## src/hw/tu_adapter_defs.vh

```
// constants for the tu-3 / tu-2 pointer adapter
`ifndef TU_ADAPTER_DEFS_VH
`define TU_ADAPTER_DEFS_VH

// ----------------------------------------------------------------------
// group access frame geometry (three tug-3s, byte interleaved)
// ----------------------------------------------------------------------
`define GROUP_LAST      2'h2
`define GROUP_C         2'h2
`define COL_LAST        7'h55
`define ROW_LAST        4'h8
`define TU2_FIRST_COL   7'h02
`define TU2_BYTES_ROW   7'h0C
`define TU2_INDEX_MAX   3'h7
`define TU2_INDEX_MAX_C 3'h5

// ----------------------------------------------------------------------
// overhead positions
// ----------------------------------------------------------------------
`define ROW_H1          4'h0
`define ROW_H2          4'h1
`define ROW_H3          4'h2
`define COL_PTR         7'h00
`define COL_POS_OPP     7'h01
`define PHASE_V1        2'h0
`define PHASE_V2        2'h1
`define PHASE_V3        2'h2
`define TU2_POS_OPP     7'h01

// ----------------------------------------------------------------------
// pointer word fields
// ----------------------------------------------------------------------
`define NDF_NORMAL      4'h6
`define SS_TU3          2'h2
`define SS_TU2          2'h0
`define PTR_I_MASK      10'h2AA
`define PTR_D_MASK      10'h155
`define JUST_NONE       2'h0
`define JUST_POS        2'h1
`define JUST_NEG        2'h2

// ----------------------------------------------------------------------
// fill bytes and reset values
// ----------------------------------------------------------------------
`define BYTE_ALL_ONES   8'hFF
`define BYTE_STUFF      8'h00
`define PTR_RESET       10'h000

`endif

```

## src/hw/elastic_store.v

```verilog
// elastic store of flip-flops with fill level
`timescale 1ns/1ps
`default_nettype none

module elastic_store #(
   parameter WIDTH = 9,
   parameter DEPTH = 16,
   parameter AW    = 4
) (
   input  wire             clk,
   input  wire             rst,
   input  wire             wr_en,
   input  wire [WIDTH-1:0] wr_data,
   input  wire             rd_en,
   output wire [WIDTH-1:0] rd_data,
   output wire [AW:0]      fill
);

   localparam integer  LAST_I   = DEPTH - 1;
   localparam [AW:0]   FULL     = DEPTH[AW:0];
   localparam [AW-1:0] PTR_LAST = LAST_I[AW-1:0];

   reg [WIDTH-1:0] mem_q [0:DEPTH-1];
   reg [AW-1:0]    wr_ptr_q;
   reg [AW-1:0]    rd_ptr_q;
   reg [AW:0]      fill_q;
   wire            do_wr;
   wire            do_rd;

   function [AW-1:0] next_ptr;
      input [AW-1:0] p;
      begin
         next_ptr = (p == PTR_LAST) ? {AW{1'b0}} : p + 1'b1;
      end
   endfunction

   // a full store drops the write; an empty one returns zeros
   assign do_wr   = wr_en && (fill_q != FULL);
   assign do_rd   = rd_en && (fill_q != {(AW+1){1'b0}});
   assign rd_data = (fill_q != {(AW+1){1'b0}}) ? mem_q[rd_ptr_q]
                                               : {WIDTH{1'b0}};
   assign fill    = fill_q;

   always @(posedge clk)
   begin
      if (do_wr)
      begin
         mem_q[wr_ptr_q] <= wr_data;
      end
   end

   always @(posedge clk)
   begin
      if (rst)
      begin
         wr_ptr_q <= {AW{1'b0}};
         rd_ptr_q <= {AW{1'b0}};
         fill_q   <= {(AW+1){1'b0}};
      end
      else
      begin
         if (do_wr)
         begin
            wr_ptr_q <= next_ptr(wr_ptr_q);
         end
         if (do_rd)
         begin
            rd_ptr_q <= next_ptr(rd_ptr_q);
         end
         if (do_wr && !do_rd)
         begin
            fill_q <= fill_q + 1'b1;
         end
         else if (do_rd && !do_wr)
         begin
            fill_q <= fill_q - 1'b1;
         end
      end
   end

endmodule

`default_nettype wire

```

## src/hw/tu3_tu2_pointer_adapter.v

```verilog
// tu-3 / tu-2 adaptation source: elastic store, pointer, justification
//
// Overview of operation
// - accept vc-3 stream, 765x64 kbit/s, 4.6 ppm
// - vc-2 mode accepts 428x64/4 kbit/s stream
// - store written on tributary clock with markers
// - store read on path timing and justification
// - tu-3 positive skips h3+1, negative fills h3
// - tu-2 positive skips v3+1, negative fills v3
// - tu-3 pointer sent every frame, fixed place
// - tu-3 pointer in h1/h2, size 10
// - tu-2 pointer in v1/v2 per multiframe
// - tu-2 pointer size field is 00
// - v4 content is free, sent as stuff
// - tu-3 uses only group a or b
// - tu-2 slot from group and index
// - drive access point only while activated
// - tu-3 all ones follows fail, 250 us
// - tu-2 all ones follows fail, 1 ms
// - unconnected fail input counts as false
`timescale 1ns/1ps
`default_nettype none
`include "tu_adapter_defs.vh"

module tu3_tu2_pointer_adapter #(
   parameter DEPTH         = 16,
   parameter AW            = 4,
   parameter FILL_LO       = 5,
   parameter FILL_HI       = 11,
   parameter SSF_CONNECTED = 1
) (
   input  wire       ref_clk,
   input  wire       rst,
   input  wire       function_activate,
   input  wire       mode_tu2,
   input  wire [1:0] group_select,
   input  wire [2:0] tu_index,
   input  wire       server_signal_fail_in,
   input  wire       tributary_clock_in,
   input  wire [7:0] tributary_data_in,
   input  wire       tributary_frame_start_in,
   input  wire       path_timing_clock,
   input  wire       path_frame_start,
   input  wire       path_multiframe_start,
   output wire [7:0] group_access_data,
   output wire       group_access_drive,
   output wire       group_access_multiframe_start,
   output wire       alarm_insert_action
);

   localparam [AW:0] LO = FILL_LO[AW:0];
   localparam [AW:0] HI = FILL_HI[AW:0];

   // ----------------------------------------------------------------------
   // pin synchronisers
   // ----------------------------------------------------------------------
   reg  [13:0] pin_meta_q;
   reg  [13:0] pin_sync_q;
   reg         trib_clk_prev_q;
   reg         path_clk_prev_q;
   wire [13:0] pin_raw;
   wire        trib_edge;
   wire        path_edge;
   wire        frame_mark;
   wire        mframe_mark;

   assign pin_raw = {server_signal_fail_in, path_multiframe_start,
                     path_frame_start, path_timing_clock,
                     tributary_frame_start_in, tributary_data_in,
                     tributary_clock_in};

   always @(posedge ref_clk)
   begin
      if (rst)
      begin
         pin_meta_q      <= 14'h0000;
         pin_sync_q      <= 14'h0000;
         trib_clk_prev_q <= 1'b0;
         path_clk_prev_q <= 1'b0;
      end
      else
      begin
         pin_meta_q      <= pin_raw;
         pin_sync_q      <= pin_meta_q;
         trib_clk_prev_q <= pin_sync_q[0];
         path_clk_prev_q <= pin_sync_q[10];
      end
   end

   assign trib_edge   = pin_sync_q[0] && !trib_clk_prev_q;
   assign path_edge   = pin_sync_q[10] && !path_clk_prev_q;
   assign frame_mark  = pin_sync_q[11];
   assign mframe_mark = pin_sync_q[12];

   // an unconnected fail input is tied off by parameter
   assign alarm_insert_action = (SSF_CONNECTED != 0) && pin_sync_q[13];

   // ----------------------------------------------------------------------
   // elastic store
   // ----------------------------------------------------------------------
   wire       rd_en;
   wire [8:0] rd_word;
   wire [AW:0] fill;

   // one entry per tributary byte: frame marker above the data;
   // sampling works for vc-3 and vc-2 byte clocks alike
   elastic_store #(
      .WIDTH (9),
      .DEPTH (DEPTH),
      .AW    (AW)
   ) u_store (
      .clk     (ref_clk),
      .rst     (rst),
      .wr_en   (trib_edge),
      .wr_data ({pin_sync_q[9], pin_sync_q[8:1]}),
      .rd_en   (rd_en),
      .rd_data (rd_word),
      .fill    (fill)
   );

   // ----------------------------------------------------------------------
   // frame position counters
   // ----------------------------------------------------------------------
   reg  [1:0] grp_q;
   reg  [6:0] col_q;
   reg  [3:0] row_q;
   reg  [1:0] phase_q;
   reg  [1:0] n_grp;
   reg  [6:0] n_col;
   reg  [3:0] n_row;
   reg  [1:0] n_phase;

   function [3:0] div7;
      input [6:0] v;
      reg   [6:0] q;
      begin
         q    = v / 7'd7;
         div7 = q[3:0];
      end
   endfunction

   function [6:0] tu2_pos;
      input [3:0] row;
      input [6:0] col;
      reg   [6:0] q;
      begin
         q       = {3'b000, div7(col - `TU2_FIRST_COL)};
         tu2_pos = {3'b000, row} * `TU2_BYTES_ROW + q;
      end
   endfunction

   always @*
   begin
      n_grp   = grp_q;
      n_col   = col_q;
      n_row   = row_q;
      n_phase = phase_q;
      if (frame_mark)
      begin
         n_grp   = 2'h0;
         n_col   = 7'h00;
         n_row   = 4'h0;
         n_phase = mframe_mark ? 2'h0 : phase_q + 2'h1;
      end
      else if (grp_q != `GROUP_LAST)
      begin
         n_grp = grp_q + 2'h1;
      end
      else
      begin
         n_grp = 2'h0;
         if (col_q != `COL_LAST)
         begin
            n_col = col_q + 7'h01;
         end
         else
         begin
            n_col = 7'h00;
            n_row = (row_q == `ROW_LAST) ? 4'h0 : row_q + 4'h1;
         end
      end
   end

   always @(posedge ref_clk)
   begin
      if (rst)
      begin
         grp_q   <= 2'h0;
         col_q   <= 7'h00;
         row_q   <= 4'h0;
         phase_q <= 2'h0;
      end
      else if (path_edge)
      begin
         grp_q   <= n_grp;
         col_q   <= n_col;
         row_q   <= n_row;
         phase_q <= n_phase;
      end
   end

   // ----------------------------------------------------------------------
   // timeslot decode
   // ----------------------------------------------------------------------
   wire       cfg_ok;
   wire       owned;
   wire [6:0] k2;
   wire [6:0] col2;
   wire [6:0] sub7;
   wire       is_ptr1;
   wire       is_ptr2;
   wire       is_neg_opp;
   wire       is_pos_opp;
   wire       is_payload;

   assign col2 = n_col - `TU2_FIRST_COL;
   assign sub7 = col2 - {3'b000, div7(n_col - `TU2_FIRST_COL)} * 7'd7;
   assign k2   = tu2_pos(n_row, n_col);

   // tu-3 lives in group a or b only; tu-2 index limit depends on group
   assign cfg_ok = mode_tu2 ?
      ((group_select <= `GROUP_C) && (tu_index != 3'h0) &&
       (tu_index <= ((group_select == `GROUP_C) ? `TU2_INDEX_MAX_C
                                                 : `TU2_INDEX_MAX)))
      : (group_select < `GROUP_C);

   assign owned = cfg_ok && (n_grp == group_select) &&
      (!mode_tu2 || ((n_col >= `TU2_FIRST_COL) &&
                     (sub7 == {4'h0, tu_index - 3'h1})));

   // pointer bytes sit at fixed places in frame / multiframe
   assign is_ptr1 = mode_tu2 ? (k2 == 7'h00 && n_phase == `PHASE_V1)
      : (n_col == `COL_PTR && n_row == `ROW_H1);
   assign is_ptr2 = mode_tu2 ? (k2 == 7'h00 && n_phase == `PHASE_V2)
      : (n_col == `COL_PTR && n_row == `ROW_H2);
   assign is_neg_opp = mode_tu2 ? (k2 == 7'h00 && n_phase == `PHASE_V3)
      : (n_col == `COL_PTR && n_row == `ROW_H3);
   assign is_pos_opp = mode_tu2 ?
      (k2 == `TU2_POS_OPP && n_phase == `PHASE_V3)
      : (n_col == `COL_POS_OPP && n_row == `ROW_H3);
   assign is_payload = mode_tu2 ? (k2 != 7'h00) : (n_col != `COL_PTR);

   // ----------------------------------------------------------------------
   // justification and pointer generation
   // ----------------------------------------------------------------------
   reg  [1:0] just_q;
   reg  [9:0] ptr_q;
   reg  [9:0] offset_q;
   reg  [9:0] ptr_word_q;
   wire [1:0] just_now;
   wire [9:0] ptr_word;
   wire [9:0] cur_off;
   wire       slot;
   wire       skip_read;
   wire       extra_read;

   // low fill slows the reader, high fill speeds it up
   assign just_now = !is_ptr1 ? just_q
      : (fill < LO) ? `JUST_POS
      : (fill > HI) ? `JUST_NEG : `JUST_NONE;

   // flip the i bits to announce positive, d bits for negative
   assign ptr_word = ptr_q ^
      ((just_now == `JUST_POS) ? `PTR_I_MASK :
       (just_now == `JUST_NEG) ? `PTR_D_MASK : 10'h000);

   assign slot       = path_edge && owned;
   assign skip_read  = is_pos_opp && (just_q == `JUST_POS);
   assign extra_read = is_neg_opp && (just_q == `JUST_NEG);
   // reads go on under alarm so the store keeps draining
   assign rd_en      = slot && ((is_payload && !skip_read) ||
                                extra_read);
   assign cur_off    = is_pos_opp ? 10'h000 : offset_q + 10'h001;

   always @(posedge ref_clk)
   begin
      if (rst)
      begin
         just_q     <= `JUST_NONE;
         ptr_q      <= `PTR_RESET;
         offset_q   <= `PTR_RESET;
         ptr_word_q <= `PTR_RESET;
      end
      else if (slot)
      begin
         if (is_ptr1)
         begin
            just_q     <= just_now;
            ptr_word_q <= ptr_word;
         end
         else if (is_pos_opp)
         begin
            just_q <= `JUST_NONE;
         end
         if (is_payload)
         begin
            offset_q <= cur_off;
            // the frame start marker fixes the next pointer value
            if (!skip_read && rd_word[8])
            begin
               ptr_q <= cur_off;
            end
         end
      end
   end

   // ----------------------------------------------------------------------
   // output byte and access point drive
   // ----------------------------------------------------------------------
   reg  [7:0] byte_out;
   reg  [7:0] data_q;
   reg        drive_q;
   reg        mfs_q;
   wire [1:0] size_code;

   assign size_code = mode_tu2 ? `SS_TU2 : `SS_TU3;

   always @*
   begin
      byte_out = `BYTE_STUFF;
      if (alarm_insert_action)
      begin
         byte_out = `BYTE_ALL_ONES;
      end
      else if (is_ptr1)
      begin
         byte_out = {`NDF_NORMAL, size_code, ptr_word[9:8]};
      end
      else if (is_ptr2)
      begin
         byte_out = ptr_word_q[7:0];
      end
      else if (extra_read)
      begin
         byte_out = rd_word[7:0];
      end
      else if (is_payload && !skip_read)
      begin
         byte_out = rd_word[7:0];
      end
      // v4, h3 without negative action and fixed stuff stay zero
   end

   always @(posedge ref_clk)
   begin
      if (rst)
      begin
         data_q  <= `BYTE_STUFF;
         drive_q <= 1'b0;
         mfs_q   <= 1'b0;
      end
      else
      begin
         drive_q <= slot && function_activate;
         mfs_q   <= path_edge && frame_mark && mframe_mark &&
                    function_activate;
         if (slot && function_activate)
         begin
            data_q <= byte_out;
         end
      end
   end

   assign group_access_data             = data_q;
   assign group_access_drive            = drive_q;
   assign group_access_multiframe_start = mfs_q;

endmodule

`default_nettype wire

```

## config.mk

```make
export PLATFORM = sky130hd
export DESIGN_NAME = tu3_tu2_pointer_adapter
export DESIGN_NICKNAME = d
export VERILOG_FILES = /design/src/hw/elastic_store.v /design/src/hw/tu3_tu2_pointer_adapter.v
export VERILOG_INCLUDE_DIRS = /design/src /design/src/hw
export SDC_FILE = /design/constraint.sdc
export NUM_CORES = 1
export LEC_CHECK = 0
export BUFFER_PORTS_ARGS = -buffer_cell sky130_fd_sc_hd__buf_4
export CAP_MARGIN = 20
export CORE_ASPECT_RATIO = 1.2
export CORE_MARGIN = 3
export CORE_UTILIZATION = 35
export CTS_CLUSTER_SIZE = 25
export DETAILED_ROUTE_END_ITERATION = 12
export MAX_ROUTING_LAYER = met4
export SLEW_MARGIN = 20
export SYNTH_ARGS = -nofsm -noshare
export SYNTH_HDL_FRONTEND = slang
export SYNTH_HIERARCHICAL = 1
export SYNTH_SLANG_ARGS = --single-unit
```

## constraint.sdc

```tcl
create_clock -name ref_clk -period 30 [get_ports ref_clk]
set_clock_uncertainty 0.1 [all_clocks]
set_input_delay 1.5 -clock ref_clk [delete_from_list [all_inputs] [get_ports ref_clk]]
set_output_delay 1.5 -clock ref_clk [all_outputs]
set_load 0.05 [all_outputs]
```

Yosys cells after proc, flatten, opt, wreduce, memory -nomap -nowiden. Memory sizes are Yosys's and may differ from the RTL's. A register that Yosys moved wholly into a read port is not among the register bits. Index checks and enable logic that the tools add are counted.

Output and inout bits: 11. Bits of input ports: 23. Word-level logic and storage cells: 153. Bits in writable memories: 144. Memories kept: 1. Register bits after elaboration: 98.

Memory list: u_store.mem_q (words 16, width 9, read ports 1, clocked after memory_dff 1, write ports 1, line elastic_store.v:23) `reg [WIDTH-1:0] mem_q [0:DEPTH-1];`.

Reduce and logical (&&, ||, !) cells: 51. $lt $le $gt $ge: 6. Multipliers: 2. Add/sub/neg operators: 13. Eq/ne operators: 19. Muxes and demuxes: 41. Divide/modulo/power cells: 1. Bitwise operators: 1.

Operator list (number): $mux W8 (5); $mux W4 (8); $logic_and A1 B1 Y1 (29); $mux W2 (11); $mux W7 (3); $mux W10 (2); $mux W9 (2); $eq A7 B1 Y1 const B (2); $logic_not A7 Y1 (2); $reduce_bool A7 Y1 (2); $add A4 B1 Y4 const B (3); $eq A4 B4 Y1 const B (3); $add A10 B1 Y10 const B (1); $mux W5 (2); $xor A10 B10 Y10 (1); $eq A2 B2 Y1 const B (4); $mux W1 (8); $add A7 B1 Y7 const B (1); $add A7 B4 Y7 (1); $div A7 B3 Y7 const B (1); $eq A7 B3 Y1 (1); $ge A7 B2 Y1 const B (1); $mul A4 B3 Y7 const B (1); $ne A7 B7 Y1 const B (1); other kinds (27) (39).

Logic depth before layout (Yosys ltp). Gate-level depths: netlist of run 1.

Depth in word-level cells: 19. Gate-level depth with buffers: 47. Depth with buffers taken out: 46.

By module. The synthesis of run 1 kept the hierarchy.

Modules (own cells, without submodules): elastic_store (times used 1, area each 6458.7 um^2, sequential area each 4664.5 um^2, cells an instance 339); tu3_tu2_pointer_adapter (times used 1, area each 6020.8 um^2, sequential area each 1701.6 um^2, cells an instance 731).

Worst setup path before layout of run 1. Ideal clock, no wire load.

Kind: register to register. Start point: reg col_q[1]. End point: reg u_store.fill_q[4] (netlist: u_store/fill[4]). Path buffers: 1. Period minus slack after synthesis: 9.956 ns. Arrival: 9.735 ns. Required time: 29.779 ns. Library setup time: 0.121 ns. Slack: 20.044 ns. Stages on the path, launching flop included: 47. Cells stage by stage: dfxtp_1 > inv_1 > ha_1 > and4b_1 > clkbuf_1 > a21oi_1 > o21ai_0 > a21oi_1 > inv_1 > ha_1 > nor3_1 > nand4_1 > and3_1 > or4_4 > o211ai_2 > o21ai_0 > ha_1 > and2_1 > [11 not listed] > nor2b_1 > o21ai_0 > nand2b_1 > xnor2_1 > or4_1 > or4b_2 > a2111oi_0 > and3_1 > nor3_1 > nor2_1 > o21ai_4 > ha_1 > inv_1 > ha_1 > a21oi_1 > a211oi_1 > a31oi_1 > mux2_2.

Longest elaborated chain between the ends: 19. Elaborated cells on any way between the ends: 46. Classes of those cells: 4 x add/sub; 2 x mul; 1 x div; 1 x order compare; 5 x eq/ne; 10 x mux; 23 x reduce/logical.

Ends and longest elaborated chain: from (decl) (line tu3_tu2_pointer_adapter.v:125) `reg [6:0] col_q;`; from (signal assigned) (line tu3_tu2_pointer_adapter.v:196) `col_q <= n_col;`; $add A7 B1 Y7 or $ne A7 B7 Y1 (tied branches); $mux W7 * (line tu3_tu2_pointer_adapter.v:172) `` if (col_q != `COL_LAST) ``; $mux W7 * (line tu3_tu2_pointer_adapter.v:165) `` else if (grp_q != `GROUP_LAST) ``; $mux W7 * (line tu3_tu2_pointer_adapter.v:158) `if (frame_mark)`; via n_col[2] (line tu3_tu2_pointer_adapter.v:129) `reg [6:0] n_col;`; branches (longest 10 deep; another with $sub A7 B2 Y7); $logic_and A1 B1 Y1 * (line tu3_tu2_pointer_adapter.v:271) `assign rd_en = slot && ((is_payload && !skip_read) ||`; via rd_en (line tu3_tu2_pointer_adapter.v:101) `wire rd_en;`; $logic_and A1 B1 Y1 * (line elastic_store.v:39) `assign do_rd = rd_en && (fill_q != {(AW+1){1'b0}});`; $logic_not A1 Y1 (line elastic_store.v:70) `if (do_wr && !do_rd)`; $logic_and A1 B1 Y1 (line elastic_store.v:70); $mux W5 or $reduce_bool A2 Y1 (tied branches); to (signal assigned) (line elastic_store.v:58) `fill_q <= {(AW+1){1'b0}};`; to (signal assigned) (line elastic_store.v:72) `fill_q <= fill_q + 1'b1;`; to (signal assigned) (line elastic_store.v:76) `fill_q <= fill_q - 1'b1;`; to (decl) (line elastic_store.v:26) `reg [AW:0] fill_q;`.

Mark *: on every way through the listed nets, which the timed path passes. A chain may end at the register's enable or synchronous reset.

Final worst setup path of run 1.
Start point: reg col_q[2]. End point: reg u_store.fill_q[4] (netlist: u_store/fill[4]).

Longest elaborated chain between the ends: 19. Elaborated cells on any way between the ends: 46. Classes of those cells: 4 x add/sub; 2 x mul; 1 x div; 1 x order compare; 5 x eq/ne; 10 x mux; 23 x reduce/logical.

Ends and longest elaborated chain (line): branches (longest 14 deep; another with $add A7 B1 Y7); $logic_and A1 B1 Y1 * (tu3_tu2_pointer_adapter.v:271); via rd_en (tu3_tu2_pointer_adapter.v:101); $logic_and A1 B1 Y1 * (elastic_store.v:39); $logic_not A1 Y1 (elastic_store.v:70); $logic_and A1 B1 Y1 (elastic_store.v:70); $mux W5 or $reduce_bool A2 Y1 (tied branches).

Marked as above.

==> results of run 1 <==
[final timing paths]
path / endpoint / slack (ps) / cells past startpoint
max: u_store/fill[4] / 18870 / 43
min: pin_sync_q[8] / 330 / 1
max reg2reg: u_store/fill[4] / 18870 / 43
min reg2reg: pin_sync_q[8] / 330 / 1
[through the flow]
| stage | hold slack (ps) | cells | util, % |
|---|---|---|---|
| CTS | 338 | 1567 | 39.9 |
| global placement | 316 | 1521 | 37.4 |
| finish | 333 | 1567 | 39.9 |
| floorplan | 314 | 1070 | - |
| detailed placement | 323 | 1521 | 37.4 |
| global route | 349 | 1567 | 39.9 |
[cell type report]
type	instances	area, µm²	area share [%]
clock buffers	31	678	4.85
flip-flops and latches	246	6370	45.5
repair buffers	40	300	2.15
well taps	462	578	4.13
clock inverters	15	178	1.27
inverters	37	139	0.992
multi-input cells	736	5750	41.1
[critical path, delay by kind of cell (launching register included)]
| family | cells | cell delay [ps] |
|---|---|---|
| AND/OR/NAND/NOR | 17 | 4730 |
| AO/OA/AOI/OAI | 12 | 2650 |
| adder cells (fa/ha/maj) | 7 | 1960 |
| buffers and inverters | 5 | 550 |
| flip-flops | 1 | 530 |
| multiplexers | 1 | 340 |
| XOR/XNOR | 1 | 130 |
[where the power goes]
group	internal, mW	total, mW	switching (mW)
logic	0.0140	0.0351	0.0211
clock network	0.188	0.321	0.133
registers	0.359	0.363	0.00409
total	0.561	0.719	0.158
[metal layers]
layer	global-route usage [%]	vias up	wire, µm
li1	-	4012	-
met1	18.9	4054	12200
met2	26.1	147	14200
met3	1.73	55	929
met4	5.27	0	875
met5	-	-	0
[sequential cells by signal, summed over array words and instances (netlist names), 2 cells and up, named ones only]
name	cells
u_store/mem_q	144
pin_meta_q	14
pin_sync_q	14
offset_q	10
ptr_q	10
group_access_data	8
ptr_word_q	8
col_q	7
u_store/fill	5
row_q	4
u_store/rd_ptr_q	4
u_store/wr_ptr_q	4
grp_q	2
just_q	2
phase_q	2
[cell families after synthesis]
| logic type | count (synthesis) | share of synthesized area, % |
|---|---|---|
| mux | 90 | 11.1 |
| buf+inv | 88 | 3.09 |
| fa+ha+maj | 51 | 5.59 |
| flops | 246 | 51.0 |
| xor+xnor | 34 | 2.39 |
| compound gates | 196 | 11.4 |
| simple gates | 365 | 15.5 |
[synth_stat cells (all sizes together) (8+ instances only)]
| library cell | instances |
|---|---|
| xor2 | 11 |
| a211oi | 24 |
| fa | 8 |
| inv | 36 |
| mux2i | 30 |
| nand2b | 17 |
| mux4 | 36 |
| a21oi | 52 |
| o21ai | 28 |
| ha | 43 |
| dfxtp | 102 |
| nand2 | 73 |
| mux2 | 24 |
| clkbuf | 26 |
| nand3 | 18 |
| o32ai | 10 |
| nor3 | 24 |
| edfxtp | 144 |
| buf | 25 |
| xnor2 | 23 |
| nor2b | 78 |
| nor2 | 79 |
| and3 | 15 |
==> flow_metrics.env, run 1 <==
export IMPL_synth_area_leaders="edfxtp_1 (35%), dfxtp_1 (16%), mux4_2 (6.5%), ha_1 (4.3%), nor2b_1 (3.9%)"
export IMPL_min_delay_start="pin_meta_q[8]"
export IMPL_finalNetCount=1160
export IMPL_clk_pin_slew_ps=60
export IMPL_crit_path_start_kind="register"
export IMPL_overflow=0
export IMPL_synth_top_area_cell="edfxtp_1"
export IMPL_die_area_um2=38000
export IMPL_place_gp_congestion=0.892
export IMPL_synth_edf_count=144
export IMPL_setup_slack_ps=18870
export IMPL_startpoint="col_q[2]"
export IMPL_synth_avg_cell_area_um2=11.7
export IMPL_postCtsSetupRepairBufs=0
export IMPL_layout_commonest_cell="edfxtp_1"
export IMPL_clock_path_buffers=3
export IMPL_rsz0062_at_grt="false"
export IMPL_cp_data_arrival_time_ps=11460
export IMPL_final_hold_viol_count=0
export IMPL_finalInstanceArea_um2=14000
export IMPL_p_leak_nw=4.90
export IMPL_cts_tree="done"
export IMPL_dp_hpwl_um=19600
export IMPL_cp_end_kind="register"
export IMPL_drtPass1Iterations=5
export IMPL_first_global_vias=8186
export IMPL_min_period_ps=11130
export IMPL_yosysTopAreaCellShare_pct=34.7
export IMPL_start_util_pct=35.6
export IMPL_final_fill_count=3377
export IMPL_peakVddDrop_v=0.0000476
export IMPL_syn_inst=1070
export IMPL_wl_um=28200
export IMPL_drt_initial_drc_count=485
export IMPL_drive_above_1_share_pct=15.5
export IMPL_synthesis_area_um2=12500
export IMPL_coreArea_um2=35100
export IMPL_slew_limit_headroom_pct=36.6
export IMPL_root_buffer="clkbuf_16"
export IMPL_cts_made_buffers=25
export IMPL_crit_path_max_incr_delay_ps=670
export IMPL_setup_viol=0
export IMPL_grt_pass1_wl_um=44900
export IMPL_drc=0
export IMPL_grt_antenna_before_repair=0
export IMPL_fmax_mhz=89.9
export IMPL_fp_dieW_um=178
export IMPL_cp_required_ps=30330
export IMPL_place_area_um2=13100
export IMPL_io_buffer_count=33
export IMPL_area_growth_pct=12.1
export IMPL_synth_cell_types=81
export IMPL_drtAntennaViolNets=0
export IMPL_report_power_total_mw=0.719
export IMPL_diodes=0
export IMPL_mostFrequentLayoutCells="edfxtp_1 (144), dfxtp_1 (100), nor2b_1 (78), nor2_1 (78), nand2_1 (73)"
export IMPL_ys_seq_elements=246
export IMPL_yosys_warnings=6
export IMPL_status="finished, final reports clean"
export IMPL_post_place_ws_ps=19040
export IMPL_vias_per_cell=5.28
export IMPL_clock_sinks=246
export IMPL_post_drt_wl_per_cell_um=18.0
export IMPL_vias=8268
export IMPL_io_pin_count=34
export IMPL_clock_latency_ps=540
export IMPL_postCtsHoldBufs=0
export IMPL_r2r_start="col_q[2]"
export IMPL_grt_max_degree=97
export IMPL_power_density_nw_per_um2=51.4
export IMPL_fin_crit_sh_pct=37.1
export IMPL_critPathSlowestCell="or4b_2"
export IMPL_yosysSeqAreaShare_pct=51.0
export IMPL_synth_nets=1144
export IMPL_crit_path_max_fanout=12
export IMPL_setup_worst_path_class="reg -> reg"
export IMPL_hold_class="reg -> reg"
export IMPL_htree_levels=1
export IMPL_slew_violations=0
export IMPL_crit_top_cell="ha_1"
export IMPL_grt_usage_pct=15.3
export IMPL_synthFlopType="edfxtp_1"
export IMPL_cts_resized=0
export IMPL_fin_tns_setup_ps=0
export IMPL_die_y_um=213
export IMPL_core_rowCount=75
export IMPL_drv_cap=0
export IMPL_async_flop_share_pct=0
export IMPL_tightestPinTransition_ps=943
Power figures use the tool's default switching activity.
==> run 2, diff against run 1 <==
==> constraint.sdc (replaced) <==
create_clock -name ref_clk -period 10.35 [get_ports ref_clk]
set_clock_uncertainty 0.1 [all_clocks]
set_input_delay 0.5175 -clock ref_clk [delete_from_list [all_inputs] [get_ports ref_clk]]
set_output_delay 0.5175 -clock ref_clk [all_outputs]
set_load 0.05 [all_outputs]
==> flow_metrics.env, run 2 (synthesis results as in run 1) <==
export IMPL_overflow=0
export IMPL_peakVddDrop_v=0.000113
export IMPL_drtAntennaViolNets=0
export IMPL_vias=8322
export IMPL_clock_latency_ps=530
export IMPL_place_gp_congestion=0.879
export IMPL_cts_made_buffers=25
export IMPL_tightestPinTransition_ps=994
export IMPL_crit_path_max_fanout=9
export IMPL_io_pin_count=34
export IMPL_rsz0062_at_grt="false"
export IMPL_drtPass1Iterations=5
export IMPL_crit_path_max_incr_delay_ps=550
export IMPL_post_drt_wl_per_cell_um=18.0
export IMPL_start_util_pct=35.6
export IMPL_drc=0
export IMPL_cp_data_arrival_time_ps=10120
export IMPL_r2r_start="col_q[1]"
export IMPL_cp_required_ps=10660
export IMPL_slew_limit_headroom_pct=33.5
export IMPL_drive_above_1_share_pct=18.5
export IMPL_hold_class="in -> reg"
export IMPL_diodes=0
export IMPL_biggestRegsByFlops="u_store/mem_q x144, pin_meta_q x14, pin_sync_q x14"
export IMPL_mostFrequentLayoutCells="edfxtp_1 (144), dfxtp_1 (98), nor2_1 (76), nor2b_1 (76), nand2_1 (73)"
export IMPL_cts_tree="done"
export IMPL_p_leak_nw=5.00
export IMPL_wl_um=28400
export IMPL_min_period_ps=9800
export IMPL_reg2reg_depth=43
export IMPL_final_hold_viol_count=0
export IMPL_vias_per_cell=5.26
export IMPL_area_growth_pct=14.0
export IMPL_critical_path_endpoint="u_store/fill[4]"
export IMPL_status="finished, final reports clean"
export IMPL_drv_cap=0
export IMPL_startpoint="col_q[1]"
export IMPL_htree_levels=1
export IMPL_crit_path_start_kind="register"
export IMPL_io_buffer_count=33
export IMPL_root_buffer="clkbuf_16"
export IMPL_finalInstanceArea_um2=14200
export IMPL_dp_hpwl_um=19300
export IMPL_r2r_slack_ps=550
export IMPL_place_area_um2=13200
export IMPL_fin_crit_sh_pct=94.7
export IMPL_first_global_vias=8217
export IMPL_grt_usage_pct=15.4
export IMPL_fmax_mhz=102
export IMPL_core_rowCount=75
export IMPL_grt_pass1_wl_um=45100
export IMPL_utilization_pct=40.5
export IMPL_largest_reg_flops=144
export IMPL_fp_dieW_um=178
export IMPL_critPathSlowestCell="or4b_4"
export IMPL_final_fill_count=3327
export IMPL_layout_commonest_cell="edfxtp_1"
export IMPL_setup_viol=0
export IMPL_die_area_um2=38000
export IMPL_cp_end_kind="register"
export IMPL_postCtsHoldBufs=0
export IMPL_power_density_nw_per_um2=145
export IMPL_regMostFlops="u_store/mem_q"
export IMPL_dpl_cell_count=1533
export IMPL_finalNetCount=1175
export IMPL_clock_sinks=246
export IMPL_setup_worst_path_class="reg -> reg"
export IMPL_coreArea_um2=35100
export IMPL_crit_top_cell="ha_1"
export IMPL_r2r_end="u_store/fill[4]"
export IMPL_clk_pin_slew_ps=70
export IMPL_die_y_um=213
export IMPL_drt_initial_drc_count=493
export IMPL_grt_antenna_before_repair=0
export IMPL_clock_path_buffers=3
export IMPL_slew_violations=0
export IMPL_grt_max_degree=95
export IMPL_fin_cells=1582
run 2: cell types whose count changed in the layout (fill, tap and decap cells not counted), sizes merged:
| cell | before | now |
|---|---|---|
| clkbuf | 31 | 34 |
| clkinvlp | 4 | 3 |
| bufinv | 3 | 2 |
| clkinv | 8 | 6 |
| inv | 37 | 38 |
| buf | 40 | 55 |
run 2: per-layer routing:
layer | track usage, % | vias up | share of wire (%)
met2 | 26.3 | 181 | 50
met4 | 4.97 | 0 | 3.0
met1 | 19.0 | 4047 | 43
met3 | 1.81 | 57 | 3.5
met5 | - | - | 0
li1 | - | 4037 | -
run 2: how the worst min path moves through the flow:
stage                           from              to  slack [ps]  depth (start not counted)
3_3_place_gp           pin_meta_q[1]   pin_sync_q[1]         320                          1
4_1_cts        server_signal_fail_in  pin_meta_q[13]          80                          2
5_1_grt         tributary_data_in[4]   pin_meta_q[5]          90                          2
2_1_floorplan          pin_meta_q[0]   pin_sync_q[0]         310                          1
3_5_place_dp           pin_meta_q[2]   pin_sync_q[2]         320                          1
6_report       server_signal_fail_in  pin_meta_q[13]         100                          2
run 2: what timing repair did:
| action | in CTS | in global routing |
|---|---|---|
| endpoints found under the setup margin | 2 | 5 |
| gates resized for setup | 9 | 29 |
| pin swaps | 0 | 4 |
| buffers inserted | 0 | 3 |
run 2: layout make-up:
cell class                      count  area [µm²]  share of cell area (%)
Sequential cell                   246        6370                    44.8
Inverter                           37         141                   0.994
Multi-Input combinational cell    736        5900                    41.4
Clock buffer                       34         709                    4.99
Clock inverter                     12         116                   0.818
Tap cell                          462         578                    4.06
Timing Repair Buffer               55         413                    2.90
run 2: metrics by stage:
step                      power (mW)  worst slack [ps]  hold WS [ps]  setup TNS (ps)
after global placement          1.17              5.33           317               0
after CTS                       2.08              53.2          77.2               0
after global routing            2.13              33.2          93.0               0
after floorplan                 1.14               394           314               0
after detailed placement        1.17              -210           322            -344
final                           2.06               547           100               0
run 2: report_power, final:
| group | internal, mW | leakage, nW | switching [mW] |
|---|---|---|---|
| clock network | 0.530 | 0.399 | 0.372 |
| registers | 1.04 | 2.16 | 0.0128 |
| logic | 0.0411 | 2.43 | 0.0600 |
run 2: worst max-delay path, delay by kind of cell (launching register included):
kind                     cells  cell delay (ps)
XOR/XNOR                     1              130
multiplexers                 1              350
AO/OA/AOI/OAI               14             2700
buffers and inverters        7              680
adder cells (fa/ha/maj)      7             1850
AND/OR/NAND/NOR             13             3490
flip-flops                   1              380
